<file path="config.mk">
export PLATFORM = sky130hd
export DESIGN_NAME = ipl_prio_regs
export DESIGN_NICKNAME = d
export VERILOG_FILES = /design/src/verilog/ipl_pkg.sv /design/src/verilog/ipl_prio_regs.sv
export VERILOG_INCLUDE_DIRS = /design/src /design/src/verilog
export SDC_FILE = /design/constraint.sdc
export NUM_CORES = 1
export LEC_CHECK = 0
export BUFFER_PORTS_ARGS = -buffer_cell sky130_fd_sc_hd__buf_4
export CAP_MARGIN = 20
export CELL_PAD_IN_SITES_DETAIL_PLACEMENT = 2
export CELL_PAD_IN_SITES_GLOBAL_PLACEMENT = 2
export CORE_MARGIN = 4
export CORE_UTILIZATION = 26
export CTS_CLUSTER_SIZE = 28
export DETAILED_ROUTE_END_ITERATION = 8
export PLACE_DENSITY = 0.87
export SETUP_SLACK_MARGIN = 0.5
export SYNTH_ARGS = -nofsm -noshare
export SYNTH_HDL_FRONTEND = slang
export SYNTH_SLANG_ARGS = --single-unit
</file>
<file path="constraint.sdc">
create_clock -name SYS_CLK_I -period 3.74 [get_ports SYS_CLK_I]
set_input_delay 0.187 -clock SYS_CLK_I [delete_from_list [all_inputs] [get_ports SYS_CLK_I]]
set_output_delay 0.187 -clock SYS_CLK_I [all_outputs]
set_load 0.1 [all_outputs]
</file>
<file path="src/verilog/ipl_defines.svh">
`ifndef IPL_DEFINES_SVH
`define IPL_DEFINES_SVH

// ==================================================
// Register map
`define IPL_PRIO_OFF 8'h00
`define IPL_PRIO_IDX_LSB 2

// ==================================================
// Field positions inside the priority register
`define IPL_CAN_LSB 0
`define IPL_PWM_LSB 4
`define IPL_ENC_LSB 8
`define IPL_FIELD_W 3
`define IPL_WR_MASK 16'h0777

// ==================================================
// Reset values and level codes
`define IPL_ENC_RST 3'h4
`define IPL_PWM_RST 3'h4
`define IPL_CAN_RST 3'h4
`define IPL_LEVEL_OFF 3'h0
`define IPL_LEVEL_MIN 3'h1
`define IPL_LEVEL_MAX 3'h7

// ==================================================
// Bus answer codes
`define IPL_RESP_OKAY 2'h0
`define IPL_RESP_SLVERR 2'h2

`endif

</file>
<file path="src/verilog/ipl_pkg.sv">
package ipl_pkg;

  typedef logic [2:0] ipl_level_t;

  // Priority levels of the three sources, one register image
  typedef struct packed {
    ipl_level_t enc;
    ipl_level_t pwm;
    ipl_level_t can;
  } ipl_levels_t;

  // Latched write request
  typedef struct packed {
    logic hit;
    logic [31:0] data;
    logic [3:0] strb;
  } ipl_wreq_t;

endpackage : ipl_pkg

</file>
<file path="src/verilog/ipl_prio_regs.sv">
// Contract
// - PWM priority field at bits 6:4, read/write
// - CAN event priority field at bits 2:0
// - Code 7 is highest, codes ascend
// - Code 1 is lowest still enabled
// - Code 0 disables its source
`timescale 1ns/1ps
`include "ipl_defines.svh"

module ipl_prio_regs #(
  parameter int ADDR_W = 8
) (
  input wire logic SYS_CLK_I,
  input wire logic RST_N_I,
  input wire logic [ADDR_W-1:0] AWADDR_I,
  input wire logic AWVALID_I,
  output logic AWREADY_O,
  input wire logic [31:0] WDATA_I,
  input wire logic [3:0] WSTRB_I,
  input wire logic WVALID_I,
  output logic WREADY_O,
  output logic [1:0] BRESP_O,
  output logic BVALID_O,
  input wire logic BREADY_I,
  input wire logic [ADDR_W-1:0] ARADDR_I,
  input wire logic ARVALID_I,
  output logic ARREADY_O,
  output logic [31:0] RDATA_O,
  output logic [1:0] RRESP_O,
  output logic RVALID_O,
  input wire logic RREADY_I,
  output logic [2:0] ENC_LEVEL_O,
  output logic [2:0] PWM_LEVEL_O,
  output logic [2:0] CAN_LEVEL_O,
  output logic ENC_EN_O,
  output logic PWM_EN_O,
  output logic CAN_EN_O
);

  // Decode needs at least one index bit above the byte lanes
  if (ADDR_W < 3 || ADDR_W > 32) begin : g_bad_addr_w
    $error("ipl_prio_regs: ADDR_W must lie in 3..32");
  end

  localparam logic [ADDR_W-1:0] PRIO_ADDR = ADDR_W'(`IPL_PRIO_OFF);

  // ==================================================
  // Write channel: address and data taken in either order
  logic aw_full_reg;
  logic w_full_reg;
  logic bvalid_reg;
  logic [1:0] bresp_reg;
  ipl_pkg::ipl_wreq_t wreq_reg;

  wire aw_take = AWVALID_I && !aw_full_reg && !bvalid_reg;
  wire w_take = WVALID_I && !w_full_reg && !bvalid_reg;
  wire aw_hit = AWADDR_I[ADDR_W-1:`IPL_PRIO_IDX_LSB] ==
                PRIO_ADDR[ADDR_W-1:`IPL_PRIO_IDX_LSB];
  wire wr_fire = aw_full_reg && w_full_reg && !bvalid_reg;
  wire wr_hit = wr_fire && wreq_reg.hit;
  wire b_done = bvalid_reg && BREADY_I;

  always_ff @(posedge SYS_CLK_I or negedge RST_N_I) begin
    if (!RST_N_I) begin
      aw_full_reg <= 1'b0;
      w_full_reg <= 1'b0;
      bvalid_reg <= 1'b0;
      bresp_reg <= `IPL_RESP_OKAY;
      wreq_reg <= '0;
    end else begin
      if (aw_take) begin
        aw_full_reg <= 1'b1;
        wreq_reg.hit <= aw_hit;
      end
      if (w_take) begin
        w_full_reg <= 1'b1;
        wreq_reg.data <= WDATA_I;
        wreq_reg.strb <= WSTRB_I;
      end
      if (wr_fire) begin
        aw_full_reg <= 1'b0;
        w_full_reg <= 1'b0;
        bvalid_reg <= 1'b1;
        bresp_reg <= wreq_reg.hit ? `IPL_RESP_OKAY : `IPL_RESP_SLVERR;
      end else if (b_done) begin
        bvalid_reg <= 1'b0;
      end
    end
  end

  // Ready is a flop; each dropped while its own half, a whole request or the answer waits
  logic awready_reg;
  logic wready_reg;

  always_ff @(posedge SYS_CLK_I or negedge RST_N_I) begin
    if (!RST_N_I) begin
      awready_reg <= 1'b1;
      wready_reg <= 1'b1;
    end else begin
      awready_reg <= !(aw_full_reg || aw_take || wr_fire || bvalid_reg) || b_done;
      wready_reg <= !(w_full_reg || w_take || wr_fire || bvalid_reg) || b_done;
    end
  end

  // ==================================================
  // Priority register
  ipl_pkg::ipl_levels_t lv_reg;
  ipl_pkg::ipl_levels_t lv_next;

  wire [15:0] lv_image = {5'h00, lv_reg.enc, 1'b0, lv_reg.pwm, 1'b0, lv_reg.can};
  wire [15:0] byte_mask = {{8{wreq_reg.strb[1]}}, {8{wreq_reg.strb[0]}}};
  wire [15:0] wr_merged = ((lv_image & ~byte_mask) | (wreq_reg.data[15:0] & byte_mask))
                          & `IPL_WR_MASK;

  // Only implemented bits are stored; the gaps stay zero
  assign lv_next.enc = wr_hit ? wr_merged[`IPL_ENC_LSB +: `IPL_FIELD_W]
                              : lv_reg.enc;
  assign lv_next.pwm = wr_hit ? wr_merged[`IPL_PWM_LSB +: `IPL_FIELD_W]
                              : lv_reg.pwm;
  assign lv_next.can = wr_hit ? wr_merged[`IPL_CAN_LSB +: `IPL_FIELD_W]
                              : lv_reg.can;

  always_ff @(posedge SYS_CLK_I or negedge RST_N_I) begin
    if (!RST_N_I) begin
      lv_reg <= '{enc: `IPL_ENC_RST, pwm: `IPL_PWM_RST, can: `IPL_CAN_RST};
    end else begin
      lv_reg <= lv_next;
    end
  end

  // ==================================================
  // Source enables, registered alongside the levels
  // Level code passes straight through: 7 highest, 1 lowest
  wire [2:0][2:0] lv_next_arr = {lv_next.enc, lv_next.pwm, lv_next.can};
  wire [2:0] en_next;
  logic [2:0] en_reg;

  genvar gi;
  generate
    for (gi = 0; gi < 3; gi++) begin : g_en
      assign en_next[gi] = lv_next_arr[gi] != `IPL_LEVEL_OFF;
    end
  endgenerate

  // One flop vector, so each bit has a single writer
  always_ff @(posedge SYS_CLK_I or negedge RST_N_I) begin
    if (!RST_N_I) begin
      en_reg <= 3'h7;
    end else begin
      en_reg <= en_next;
    end
  end

  // ==================================================
  // Read channel: answer one cycle after the address is taken
  logic arready_reg;
  logic rvalid_reg;
  logic [31:0] rdata_reg;
  logic [1:0] rresp_reg;

  wire ar_take = ARVALID_I && arready_reg;
  wire ar_hit = ARADDR_I[ADDR_W-1:`IPL_PRIO_IDX_LSB] ==
                PRIO_ADDR[ADDR_W-1:`IPL_PRIO_IDX_LSB];
  wire [31:0] rd_word = ar_hit ? {16'h0000, lv_image} : 32'h0000_0000;
  wire r_done = rvalid_reg && RREADY_I;

  always_ff @(posedge SYS_CLK_I or negedge RST_N_I) begin
    if (!RST_N_I) begin
      arready_reg <= 1'b1;
      rvalid_reg <= 1'b0;
      rdata_reg <= 32'h0000_0000;
      rresp_reg <= `IPL_RESP_OKAY;
    end else begin
      if (ar_take) begin
        arready_reg <= 1'b0;
        rvalid_reg <= 1'b1;
        rdata_reg <= rd_word;
        rresp_reg <= ar_hit ? `IPL_RESP_OKAY : `IPL_RESP_SLVERR;
      end else if (r_done) begin
        arready_reg <= 1'b1;
        rvalid_reg <= 1'b0;
      end
    end
  end

  // ==================================================
  // Outputs
  assign AWREADY_O = awready_reg;
  assign WREADY_O = wready_reg;
  assign BVALID_O = bvalid_reg;
  assign BRESP_O = bresp_reg;
  assign ARREADY_O = arready_reg;
  assign RVALID_O = rvalid_reg;
  assign RDATA_O = rdata_reg;
  assign RRESP_O = rresp_reg;
  assign ENC_LEVEL_O = lv_reg.enc;
  assign PWM_LEVEL_O = lv_reg.pwm;
  assign CAN_LEVEL_O = lv_reg.can;
  assign ENC_EN_O = en_reg[2];
  assign PWM_EN_O = en_reg[1];
  assign CAN_EN_O = en_reg[0];
endmodule : ipl_prio_regs

</file>
==> results of run 1 <==
==> synth_stat cells (all sizes together), types with 2 or more instances <==
cell type	number	share of area, %
nor2	6	1.2
nand2	24	4.9
mux2	21	13
nor2b	2	0.68
dfstp	9	13
buf	26	11
nand3	2	0.81
dfrtp	33	45
o21ai	12	3.2
mux2i	4	2.2
o31ai	2	0.81
nor3	7	1.9
inv	2	0.41
==> cells in the final DEF, fill, tap and decap left out <==
cell type	netlist	layout
nand2_1	24	24
a31oi_1	1	1
conb_1	1	25
clkbuf_1	1	1
or4_1	1	1
nand3b_1	1	1
dfrtp_1	33	33
a21oi_1	1	1
inv_1	2	2
o21ai_0	12	12
o31ai_1	2	2
and3b_2	1	1
buf_4	26	57
nor2b_1	2	2
clkinv_2	0	1
nor4_1	1	1
nand3_1	1	1
mux2i_1	4	4
nor3_1	7	7
and2_1	1	1
nor2_1	6	6
mux2_2	21	21
clkbuf_8	0	6
dlygate4sd3_1	0	1
nand3_2	1	1
dfstp_2	9	9
==> stage by stage <==
stage                     cell area, sq um  total power [mW]
after global routing                  2390              2.01
after CTS                             2390              1.94
final                                 2390              1.90
after global placement                2290              1.58
after detailed placement              2290              1.62
after floorplan                       1940              1.44
==> worst max-delay path by stage <==
| stage | start | end | slack (ns) |
|---|---|---|---|
| after floorplan | BVALID_O | ENC_LEVEL_O[0] | 1.80 |
| after CTS | BVALID_O | wreq_reg[13] | 1.66 |
| final | BVALID_O | wreq_reg[13] | 1.73 |
| after detailed placement | BVALID_O | wreq_reg[13] | 1.67 |
| after global routing | BVALID_O | wreq_reg[13] | 1.55 |
| after global placement | BVALID_O | byte_mask[8] | 1.76 |
==> routing by layer <==
layer / part of all wire (%) / wire length [microns] / GRT usage [%]
met1: 40 / 1820 / 13.0
met2: 52 / 2360 / 20.1
met3: 7.3 / 332 / 3.98
met4: 1.3 / 58 / 3.71
met5: 0 / 0 / 0
==> cell type report <==
class,instances,share of cell area (%)
inverters,2,0.314
clock buffers,7,3.61
flip-flops and latches,42,44.5
repair buffers,58,18.3
clock inverters,1,0.210
multi-input cells,112,28.0
well taps,96,5.03
==> report_power, final <==
part	internal (mW)	switching [mW]	leakage, nW	total [mW]
Clock	0.149	0.157	0.0482	0.306
Combinational	0.220	0.664	0.588	0.883
Sequential	0.603	0.112	0.516	0.716
==> cells by family (layout without fill, tap and decap cells) <==
logic type / count (synthesis) / count (layout) / synth area share (%)
compound gates: 16 / 16 / 4.67
buf+inv: 29 / 68 / 11.2
flops: 42 / 42 / 57.5
simple gates: 46 / 46 / 11.5
mux: 25 / 25 / 15.0
other cells: 1 / 25 / 0.203
==> timing repair <==
| action | 4_1_cts | 5_1_grt |
|---|---|---|
| resized for setup | 0 | 0 |
| endpoints found under the hold margin | 33 | 0 |
| endpoints found under the setup margin | 0 | 0 |
| hold buffers | 1 | 0 |
==> metrics.txt, run 1 <==
status=completed; Inserted Diodes=0; post-synthesis cell area=around 0.0018 sq mm; reg2reg path depth=3; maximum fanout along the worst path=11; synthesized instance count=159; WP depth=3; row cnt=30; CP bufs+invs=0; pre-CTS setup slack=1.67 ns; CTS Root Cell=clkbuf_8; HPWL after detailed placement=approximately 3500 microns; worst hold slack=a little over 0.04 ns; Max H-tree Level=2; dpl cells=between 300 and 400; leakage power=1.15 nW; clock buffer depth=2; share of layout cells above drive strength 1=43.2%; # fillers=between 700 and 800; Main synth FF type=dfrtp_1; clock transition at the registers of the reported paths=~0.080 ns; initial antenna violation count=0; CP dominant cell by count=nor2b_1; f_max=roughly 500 MHz; period utilisation layout=a little over half; reg-to-reg critical path endpoint=wreq_reg[13]; DIE AREA=0.00852 sq mm; source of the worst hold timing path=AWVALID_I; Worst R2R Start=BVALID_O; placer congestion estimate=approximately 0.73; hold depth=2; Die Span Y=about 92 microns; Top Family by Delay on Critical Path=simple AND/OR/NAND/NOR gates; global-route wire length before repair=7710 microns; Final Util=about a third; setup violators final=0; TritonCTS Sinks=42; EDFF count, synth=0; initial core utilization=27.1%; slowest CP cell=nor2b_1; Peak VDD IR=around 0.36 mV; Setup TNS=0 ns; FF+latch area=about 0.0011 sq mm; YS warnings=0; largest net degree at the start of global routing=43; Fin Clk Skew=around 0.0056 ns; Vias/cell=slightly above 4; critical path data required time=between 3 and 4 ns; iteration count of the initial detailed-routing pass=3; r2r setup slk=around 1.7 ns; measured slew at the worst slew-check pin=roughly 1 ns; max FFs per register=10; RSZ-0062 raised after global routing=false; WS Path Type=reg2reg; Ports=roughly 110; gr ovfl total=0; hold endpoint=AWREADY_O; GRT Overall Usage=approximately 11%; worst-skew pair later-pin latency=~0.29 ns; max_slew headroom=around 33%; Routed WL per cell=14.4 microns; Post-Layout Cell Count=318; crit start category=flip-flop; Worst Path Arrival=between 2 and 2.5 ns; Pwr Density=around 800 mW/mm^2; Routed Antenna Nets=0; die extent in x=roughly 92 microns; total wire length=4580 microns; Vias=1310; critical path cell sequence=nor2b_1, nor2b_1, mux2_2; setup ws final=1.73 ns; post-synthesis register bit count=between 40 and 50; DR DRC count=0; Slew Viols, Final=0; post-route minimum period=2.01 ns; core area=just under 0.007 sq mm; Async SR Flop Fraction=100%; area growth from synthesis to layout=29.2%; Fin. Hold Viols=0; layout net count=280; Distinct cells, synth=23; TritonCTS clock tree=built; hold crit path type=in2reg; # port buffers=57; DR iter-0 viols=14; area of the multi-input gates=between 600 and 700 sq um; max_cap viols=0; Mean Syn Cell Area=11.6 sq um; Worst Setup End Kind=flip-flop; number of setup buffers added after CTS=0; number of global-route vias before repair=approximately 1.5k; max incr delay on CP=about 0.81 ns; post-synthesis sequential area ratio=a little under three fifths; Num CTS Buffers=5
Note: power is estimated with default switching activity, not from simulation.
==> inputs of run 2 (changes only) <==
--- a/config.mk
+++ b/config.mk
@@ -6,15 +6,16 @@
 export SDC_FILE = /design/constraint.sdc
 export NUM_CORES = 1
 export LEC_CHECK = 0
+export ABC_AREA = 1
 export BUFFER_PORTS_ARGS = -buffer_cell sky130_fd_sc_hd__buf_4
 export CAP_MARGIN = 20
 export CELL_PAD_IN_SITES_DETAIL_PLACEMENT = 2
 export CELL_PAD_IN_SITES_GLOBAL_PLACEMENT = 2
 export CORE_MARGIN = 4
-export CORE_UTILIZATION = 26
+export CORE_UTILIZATION = 23
 export CTS_CLUSTER_SIZE = 28
 export DETAILED_ROUTE_END_ITERATION = 8
-export PLACE_DENSITY = 0.87
+export PLACE_DENSITY = 0.83
 export SETUP_SLACK_MARGIN = 0.5
 export SYNTH_ARGS = -nofsm -noshare
 export SYNTH_HDL_FRONTEND = slang
==> constraint.sdc (replaced) <==
create_clock -name SYS_CLK_I -period 2.1 [get_ports SYS_CLK_I]
set_input_delay 0.105 -clock SYS_CLK_I [delete_from_list [all_inputs] [get_ports SYS_CLK_I]]
set_output_delay 0.105 -clock SYS_CLK_I [all_outputs]
set_load 0.1 [all_outputs]
==> metrics.txt, run 2 <==
Setup TNS=0 ns (unchanged); number of global-route vias before repair=1829 (was 1486); initial antenna violation count=0 (unchanged); placer congestion estimate=0.749 (was 0.731); # fillers=1008 (was 765); DIE AREA=0.0104 sq mm (was 0.00852 sq mm); post-route minimum period=1.40 ns (was 2.01 ns); max_slew headroom=64.5% (was 33.5%); count leader, synth=nand2_1 (was dfrtp_1); Routed Antenna Nets=0 (unchanged); total wire length=5450 microns (was 4580 microns); core area=0.00838 sq mm (was 0.00683 sq mm); global-route wire length before repair=8850 microns (was 7710 microns); Routed WL per cell=13.0 microns (was 14.4 microns); Slew Viols, Final=0 (unchanged); Fin Clk Skew=0.00455 ns (was 0.00562 ns); post-synthesis cell area=0.00203 sq mm (was 0.00185 sq mm); clock transition at the registers of the reported paths=0.08 ns (about the same); share of layout cells above drive strength 1=25.8% (was 43.2%); row cnt=33 (was 30); RSZ-0062 raised after global routing=false (unchanged); max incr delay on CP=0.56 ns (was 0.81 ns); most frequent cells in the layout=88 x nand2_1, 57 x buf_4, 32 x dfrtp_1 (was 57 x buf_4, 33 x dfrtp_1, 25 x conb_1); slowest CP cell=dfstp_2 (was nor2b_1); CTS Root Cell=clkbuf_8 (unchanged); DR DRC count=0 (unchanged); FF+latch area=0.00106 sq mm (about the same); TritonCTS clock tree=built (unchanged); Synth area leader=dfrtp_1 (unchanged); number of setup buffers added after CTS=0 (unchanged); largest net degree at the start of global routing=43 (unchanged); Max H-tree Level=2 (unchanged); Inserted Diodes=0 (unchanged); Worst Setup End Kind=flip-flop (unchanged); Vias/cell=4.06 (was 4.12); GRT Overall Usage=10.9% (was 11.5%); synthesized instance count=252 (was 159); max FFs per register=10 (unchanged); CP dominant cell by count=nand2_1 (was nor2b_1); most common cell after layout, fill and taps aside=nand2_1 (was buf_4); worst-skew pair later-pin latency=0.29 ns (about the same); top cell type's share of synthesized area=40.7% (was 44.7%); layout net count=372 (was 280); period utilisation layout=66.9% (was 53.8%); leakage power=1.46 nW (was 1.15 nW); total power=3.79 mW (was 1.90 mW); Main synth FF type=dfrtp_1 (unchanged); Ports=112 (unchanged); gr ovfl total=0 (unchanged); Pwr Density=1460 mW/mm^2 (was 798 mW/mm^2); Fin. Hold Viols=0 (unchanged); critical path data required time=2.33 ns (was 3.92 ns); pre-CTS setup slack=0.561 ns (was 1.67 ns); measured slew at the worst slew-check pin=0.532 ns (was 0.996 ns); Die Span Y=102 microns (was 92.3 microns); hold depth=2 (unchanged); # port buffers=57 (unchanged); Peak VDD IR=0.387 mV (was 0.356 mV); f_max=712 MHz (was 497 MHz); post-synthesis register bit count=42 (unchanged); clock buffer depth=2 (unchanged); YS warnings=0 (unchanged); Post-synth top cells=88 x nand2_1, 33 x dfrtp_1, 30 x inv_1 (was 33 x dfrtp_1, 26 x buf_4, 24 x nand2_1); worst hold slack=0.0250 ns (was 0.0412 ns); final instance area=0.00258 sq mm (was 0.00239 sq mm); setup ws final=0.696 ns (was 1.73 ns); reg2reg path depth=4 (was 3); area growth from synthesis to layout=27.5% (was 29.2%); Async SR Flop Fraction=100% (unchanged); Num CTS Buffers=5 (unchanged); CP bufs+invs=0 (unchanged); crit start category=flip-flop (unchanged); TritonCTS Sinks=42 (unchanged); placed cell area=0.00247 sq mm (was 0.00229 sq mm); maximum fanout along the worst path=12 (was 11); die extent in x=102 microns (was 92.3 microns); status=completed (unchanged); WS Path Type=reg2reg (unchanged); initial core utilization=24.2% (was 27.1%); Worst Path Arrival=1.63 ns (was 2.19 ns); max_cap viols=0 (unchanged); Top Family by Delay on Critical Path=simple AND/OR/NAND/NOR gates (unchanged); iteration count of the initial detailed-routing pass=4 (was 3); EDFF count, synth=0 (unchanged); HPWL after detailed placement=4370 microns (was 3550 microns); hold crit path type=in2reg (unchanged); area of the multi-input gates=734 sq um (was 669 sq um); ranking of synthesized cells by area=dfrtp_1 41%, nand2_1 16%, dfstp_2 12% (was dfrtp_1 45%, dfstp_2 13%, mux2_2 13%); WP depth=4 (was 3); post-synthesis sequential area ratio=52.4% (was 57.5%); critical path cell sequence=nand2_1, nor2_4, nand2_1, nand2_1 (was nor2b_1, nor2b_1, mux2_2); setup violators final=0 (unchanged); Vias=1702 (was 1310); Distinct cells, synth=17 (was 23); Mean Syn Cell Area=8.04 sq um (was 11.6 sq um); DR iter-0 viols=33 (was 14)
[run 2: changes by cell type after synthesis, sizes merged, moves of 2 or more]
cell | before | now
o21ai | 12 | 8
nor2b | 2 | 0
mux2 | 21 | 0
buf | 26 | 28
o31ai | 2 | 0
nand2 | 24 | 89
nor2 | 6 | 27
nand3 | 2 | 21
a21oi | 1 | 3
mux2i | 4 | 0
inv | 2 | 31
nor3 | 7 | 0
[run 2: report_power, final]
group | internal [mW] | switching, mW | total [mW]
logic | 0.391 | 1.55 | 1.94
registers | 1.09 | 0.218 | 1.31
clock network | 0.265 | 0.266 | 0.531
total | 1.75 | 2.04 | 3.79
[run 2: path summary, 6_finish.rpt]
path                       slack [ns]   startpoint     endpoint
setup / recovery                 0.70    ARREADY_O   RDATA_O[1]
hold / removal                   0.02     RREADY_I     RVALID_O
setup reg to reg                 0.70    ARREADY_O   RDATA_O[1]
hold reg to reg                  0.48  wreq_reg[5]  wreq_reg[5]
max in group asynchronous        1.38      RST_N_I     BVALID_O
min in group asynchronous        0.33      RST_N_I   BRESP_O[1]
[run 2: worst register-to-register path, cell delays in order (launching register included)]
cell and delay [ns]:
dfstp_2 0.56, nand2_1 0.28, nor2_4 0.34, nand2_1 0.09, nand2_1 0.07
[run 2: final cells by class]
| cell class | instances | area share (%) |
|---|---|---|
| clock buffer | 7 | 3.34 |
| timing repair buffer | 59 | 17.3 |
| clock inverter | 1 | 0.194 |
| multi-input combinational | 174 | 28.4 |
| tap | 105 | 5.08 |
| sequential | 42 | 41.1 |
| inverter | 31 | 4.50 |
[run 2: cells by family after synthesis]
family | count (synthesis) | share of synthesized area (%)
other cells | 1 | 0.185
simple gates | 138 | 28.6
compound gates | 11 | 2.72
buf+inv | 60 | 16.0
flops | 42 | 52.4
[run 2: timing repair]
item,4_1_cts,5_1_grt
resized for setup,0,1
endpoints found under the setup margin,0,10
hold buffers,2,0
hold endpoints to repair,34,0
[run 2: routing by layer]
metal	wire, microns	GRT usage (%)
met5	0	0
met4	75	3.33
met3	423	2.80
met2	2630	19.1
met1	2310	13.2
[run 2: through the flow]
step | util, % | cells
floorplan | - | 276
global placement | 29.5 | 409
finish | 30.8 | 419
CTS | 30.8 | 419
global route | 30.8 | 419
detailed placement | 29.5 | 409
==> inputs of run 3 (changes only) <==
--- a/config.mk
+++ b/config.mk
@@ -6,16 +6,16 @@
 export SDC_FILE = /design/constraint.sdc
 export NUM_CORES = 1
 export LEC_CHECK = 0
-export ABC_AREA = 1
+export ABC_AREA = 0
 export BUFFER_PORTS_ARGS = -buffer_cell sky130_fd_sc_hd__buf_4
 export CAP_MARGIN = 20
 export CELL_PAD_IN_SITES_DETAIL_PLACEMENT = 2
 export CELL_PAD_IN_SITES_GLOBAL_PLACEMENT = 2
 export CORE_MARGIN = 4
-export CORE_UTILIZATION = 23
+export CORE_UTILIZATION = 24
 export CTS_CLUSTER_SIZE = 28
 export DETAILED_ROUTE_END_ITERATION = 8
-export PLACE_DENSITY = 0.83
+export PLACE_DENSITY = 0.82
 export SETUP_SLACK_MARGIN = 0.5
 export SYNTH_ARGS = -nofsm -noshare
 export SYNTH_HDL_FRONTEND = slang
==> constraint.sdc (replaced) <==
create_clock -name SYS_CLK_I -period 1.32 [get_ports SYS_CLK_I]
set_input_delay 0.066 -clock SYS_CLK_I [delete_from_list [all_inputs] [get_ports SYS_CLK_I]]
set_output_delay 0.066 -clock SYS_CLK_I [all_outputs]
set_load 0.1 [all_outputs]
==> metrics.txt, run 3 (synthesized netlist as in run 1, its figures left out) <==
max_slew headroom=66.1% (was 64.5%); leakage power=1.55 nW (was 1.46 nW); Num CTS Buffers=5 (unchanged); WS Path Type=reg2reg (unchanged); DR DRC count=0 (unchanged); source of the worst hold timing path=WSTRB_I[1] (was RREADY_I); maximum fanout along the worst path=8 (was 12); Post-Layout Cell Count=365 (was 419); initial antenna violation count=0 (unchanged); layout net count=324 (was 372); most frequent cells in the layout=54 x buf_4, 29 x buf_12, 25 x conb_1 (was 88 x nand2_1, 57 x buf_4, 32 x dfrtp_1); placer congestion estimate=0.692 (was 0.749); row cnt=31 (was 33); Vias=1536 (was 1702); post-route minimum period=1.42 ns (was 1.40 ns); Die Span Y=95.8 microns (was 102 microns); Inserted Diodes=0 (unchanged); Max H-tree Level=2 (unchanged); largest net degree at the start of global routing=43 (unchanged); placed cell area=0.00246 sq mm (was 0.00247 sq mm); Final Util=46.8% (was 30.8%); Routed Antenna Nets=0 (unchanged); Worst Setup End Kind=flip-flop (unchanged); Pwr Density=2010 mW/mm^2 (was 1460 mW/mm^2); f_max=706 MHz (was 712 MHz); Fin Clk Skew=0.0196 ns (was 0.00455 ns); r2r setup slk=-0.1 ns (was 0.70 ns); critical path data required time=1.49 ns (was 2.33 ns); TritonCTS clock tree=built (unchanged); measured slew at the worst slew-check pin=0.507 ns (was 0.532 ns); Worst Setup SP=BVALID_O (was ARREADY_O); worst-skew pair later-pin latency=0.30 ns (was 0.29 ns); iteration count of the initial detailed-routing pass=3 (was 4); area growth from synthesis to layout=86.7% (was 27.5%); worst hold slack=0.0148 ns (was 0.0250 ns); DR iter-0 viols=25 (was 33); status=finished with violations (was completed); hold depth=2 (unchanged); hold endpoint=byte_mask[8] (was RVALID_O); max_cap viols=0 (unchanged); die extent in x=95.8 microns (was 102 microns); max FFs per register=10 (unchanged); clock buffer depth=2 (unchanged); crit start category=flip-flop (unchanged); setup violators final=26 (was 0); Slew Viols, Final=0 (unchanged); failing checks=negative setup slack; share of layout cells above drive strength 1=69.9% (was 25.8%); Worst Path Arrival=1.58 ns (was 1.63 ns); Vias/cell=4.21 (was 4.06); dpl cells=320 (was 409); period utilisation layout=107% (was 66.9%); GRT Overall Usage=14.5% (was 10.9%); global-route wire length before repair=9780 microns (was 8850 microns); # port buffers=57 (unchanged); final instance area=0.00345 sq mm (was 0.00258 sq mm); hold crit path type=in2reg (unchanged); total wire length=6660 microns (was 5450 microns); initial core utilization=25.1% (was 24.2%); HPWL after detailed placement=3670 microns (was 4370 microns); total power=6.94 mW (was 3.79 mW); Routed WL per cell=18.2 microns (was 13.0 microns); number of global-route vias before repair=1765 (was 1829); reg-to-reg critical path endpoint=PWM_LEVEL_O[0] (was RDATA_O[1]); Ports=112 (unchanged); clock transition at the registers of the reported paths=0.08 ns (about the same); pre-CTS setup slack=-0.109 ns (was 0.561 ns); setup ws final=-0.0958 ns (was 0.696 ns); Setup TNS=-1.70 ns (was 0 ns); Worst R2R Start=BVALID_O (was ARREADY_O); DIE AREA=0.00917 sq mm (was 0.0104 sq mm); Fin. Hold Viols=0 (unchanged); CTS Root Cell=clkbuf_8 (unchanged); RSZ-0062 raised after global routing=true (was false); most common cell after layout, fill and taps aside=buf_4 (was nand2_1); reg2reg path depth=3 (was 4); core area=0.00737 sq mm (was 0.00838 sq mm); Peak VDD IR=0.975 mV (was 0.387 mV); gr ovfl total=0 (unchanged); TritonCTS Sinks=42 (unchanged)
==> run 3: cell types whose count changed in the layout (fill, tap and decap cells not counted), moves of 10 or more <==
| cell | delta |
|---|---|
| nor2_1 | -19 |
| dfrtp_2 | +17 |
| nand2_2 | +10 |
| nand3_1 | -21 |
| buf_12 | +29 |
| inv_1 | -29 |
| mux2_4 | +12 |
| nand2_1 | -80 |
| dfrtp_1 | -18 |
==> run 3: area by class of cell <==
| type | instances | area (sq um) |
|---|---|---|
| Sequential cell | 42 | 1120 |
| Fill cell | 703 | 3920 |
| Multi-Input combinational cell | 114 | 932 |
| Clock inverter | 1 | 5.00 |
| Clock buffer | 7 | 86.3 |
| Timing Repair Buffer | 100 | 1170 |
| Inverter | 2 | 7.51 |
| Tap cell | 99 | 124 |
==> run 3: how the worst max path moves through the flow <==
stage | slack, ns | end | cells past startpoint
3_5_place_dp | -0.11 | byte_mask[0] | 4
2_1_floorplan | -0.23 | byte_mask[8] | 4
6_report | -0.1 | PWM_LEVEL_O[0] | 3
4_1_cts | -0.07 | PWM_LEVEL_O[0] | 3
5_1_grt | -0.15 | PWM_LEVEL_O[1] | 3
3_3_place_gp | -0.06 | byte_mask[0] | 4
==> run 3: repair_timing <==
item / CTS / global route
setup buffers: 20 / 6
pin swaps: 16 / 8
hold endpoints to repair: 39 / 3
cloned: 2 / 0
resized for setup: 123 / 25
hold buffers: 6 / 3
endpoints found under the setup margin: 70 / 78
==> run 3: worst max-delay path: stages, from the launching register on <==
cell and delay, ns:
dfrtp_4 0.51, and3b_2 0.33, nand3_4 0.15, mux2_2 0.31
==> run 3: power by group <==
part           internal [mW]  total, mW  switching (mW)
sequential              1.78       2.17           0.391
clock                  0.423      0.869           0.446
combinational           1.62       3.90            2.28
==> run 3: layer usage <==
| layer | vias up | wire [microns] | track usage [%] |
|---|---|---|---|
| met2 | 51 | 4020 | 28.7 |
| met3 | 7 | 383 | 4.46 |
| met5 | - | 0 | 0 |
| met4 | 0 | 76 | 4.27 |
| li1 | 708 | - | - |
| met1 | 770 | 2180 | 14.2 |
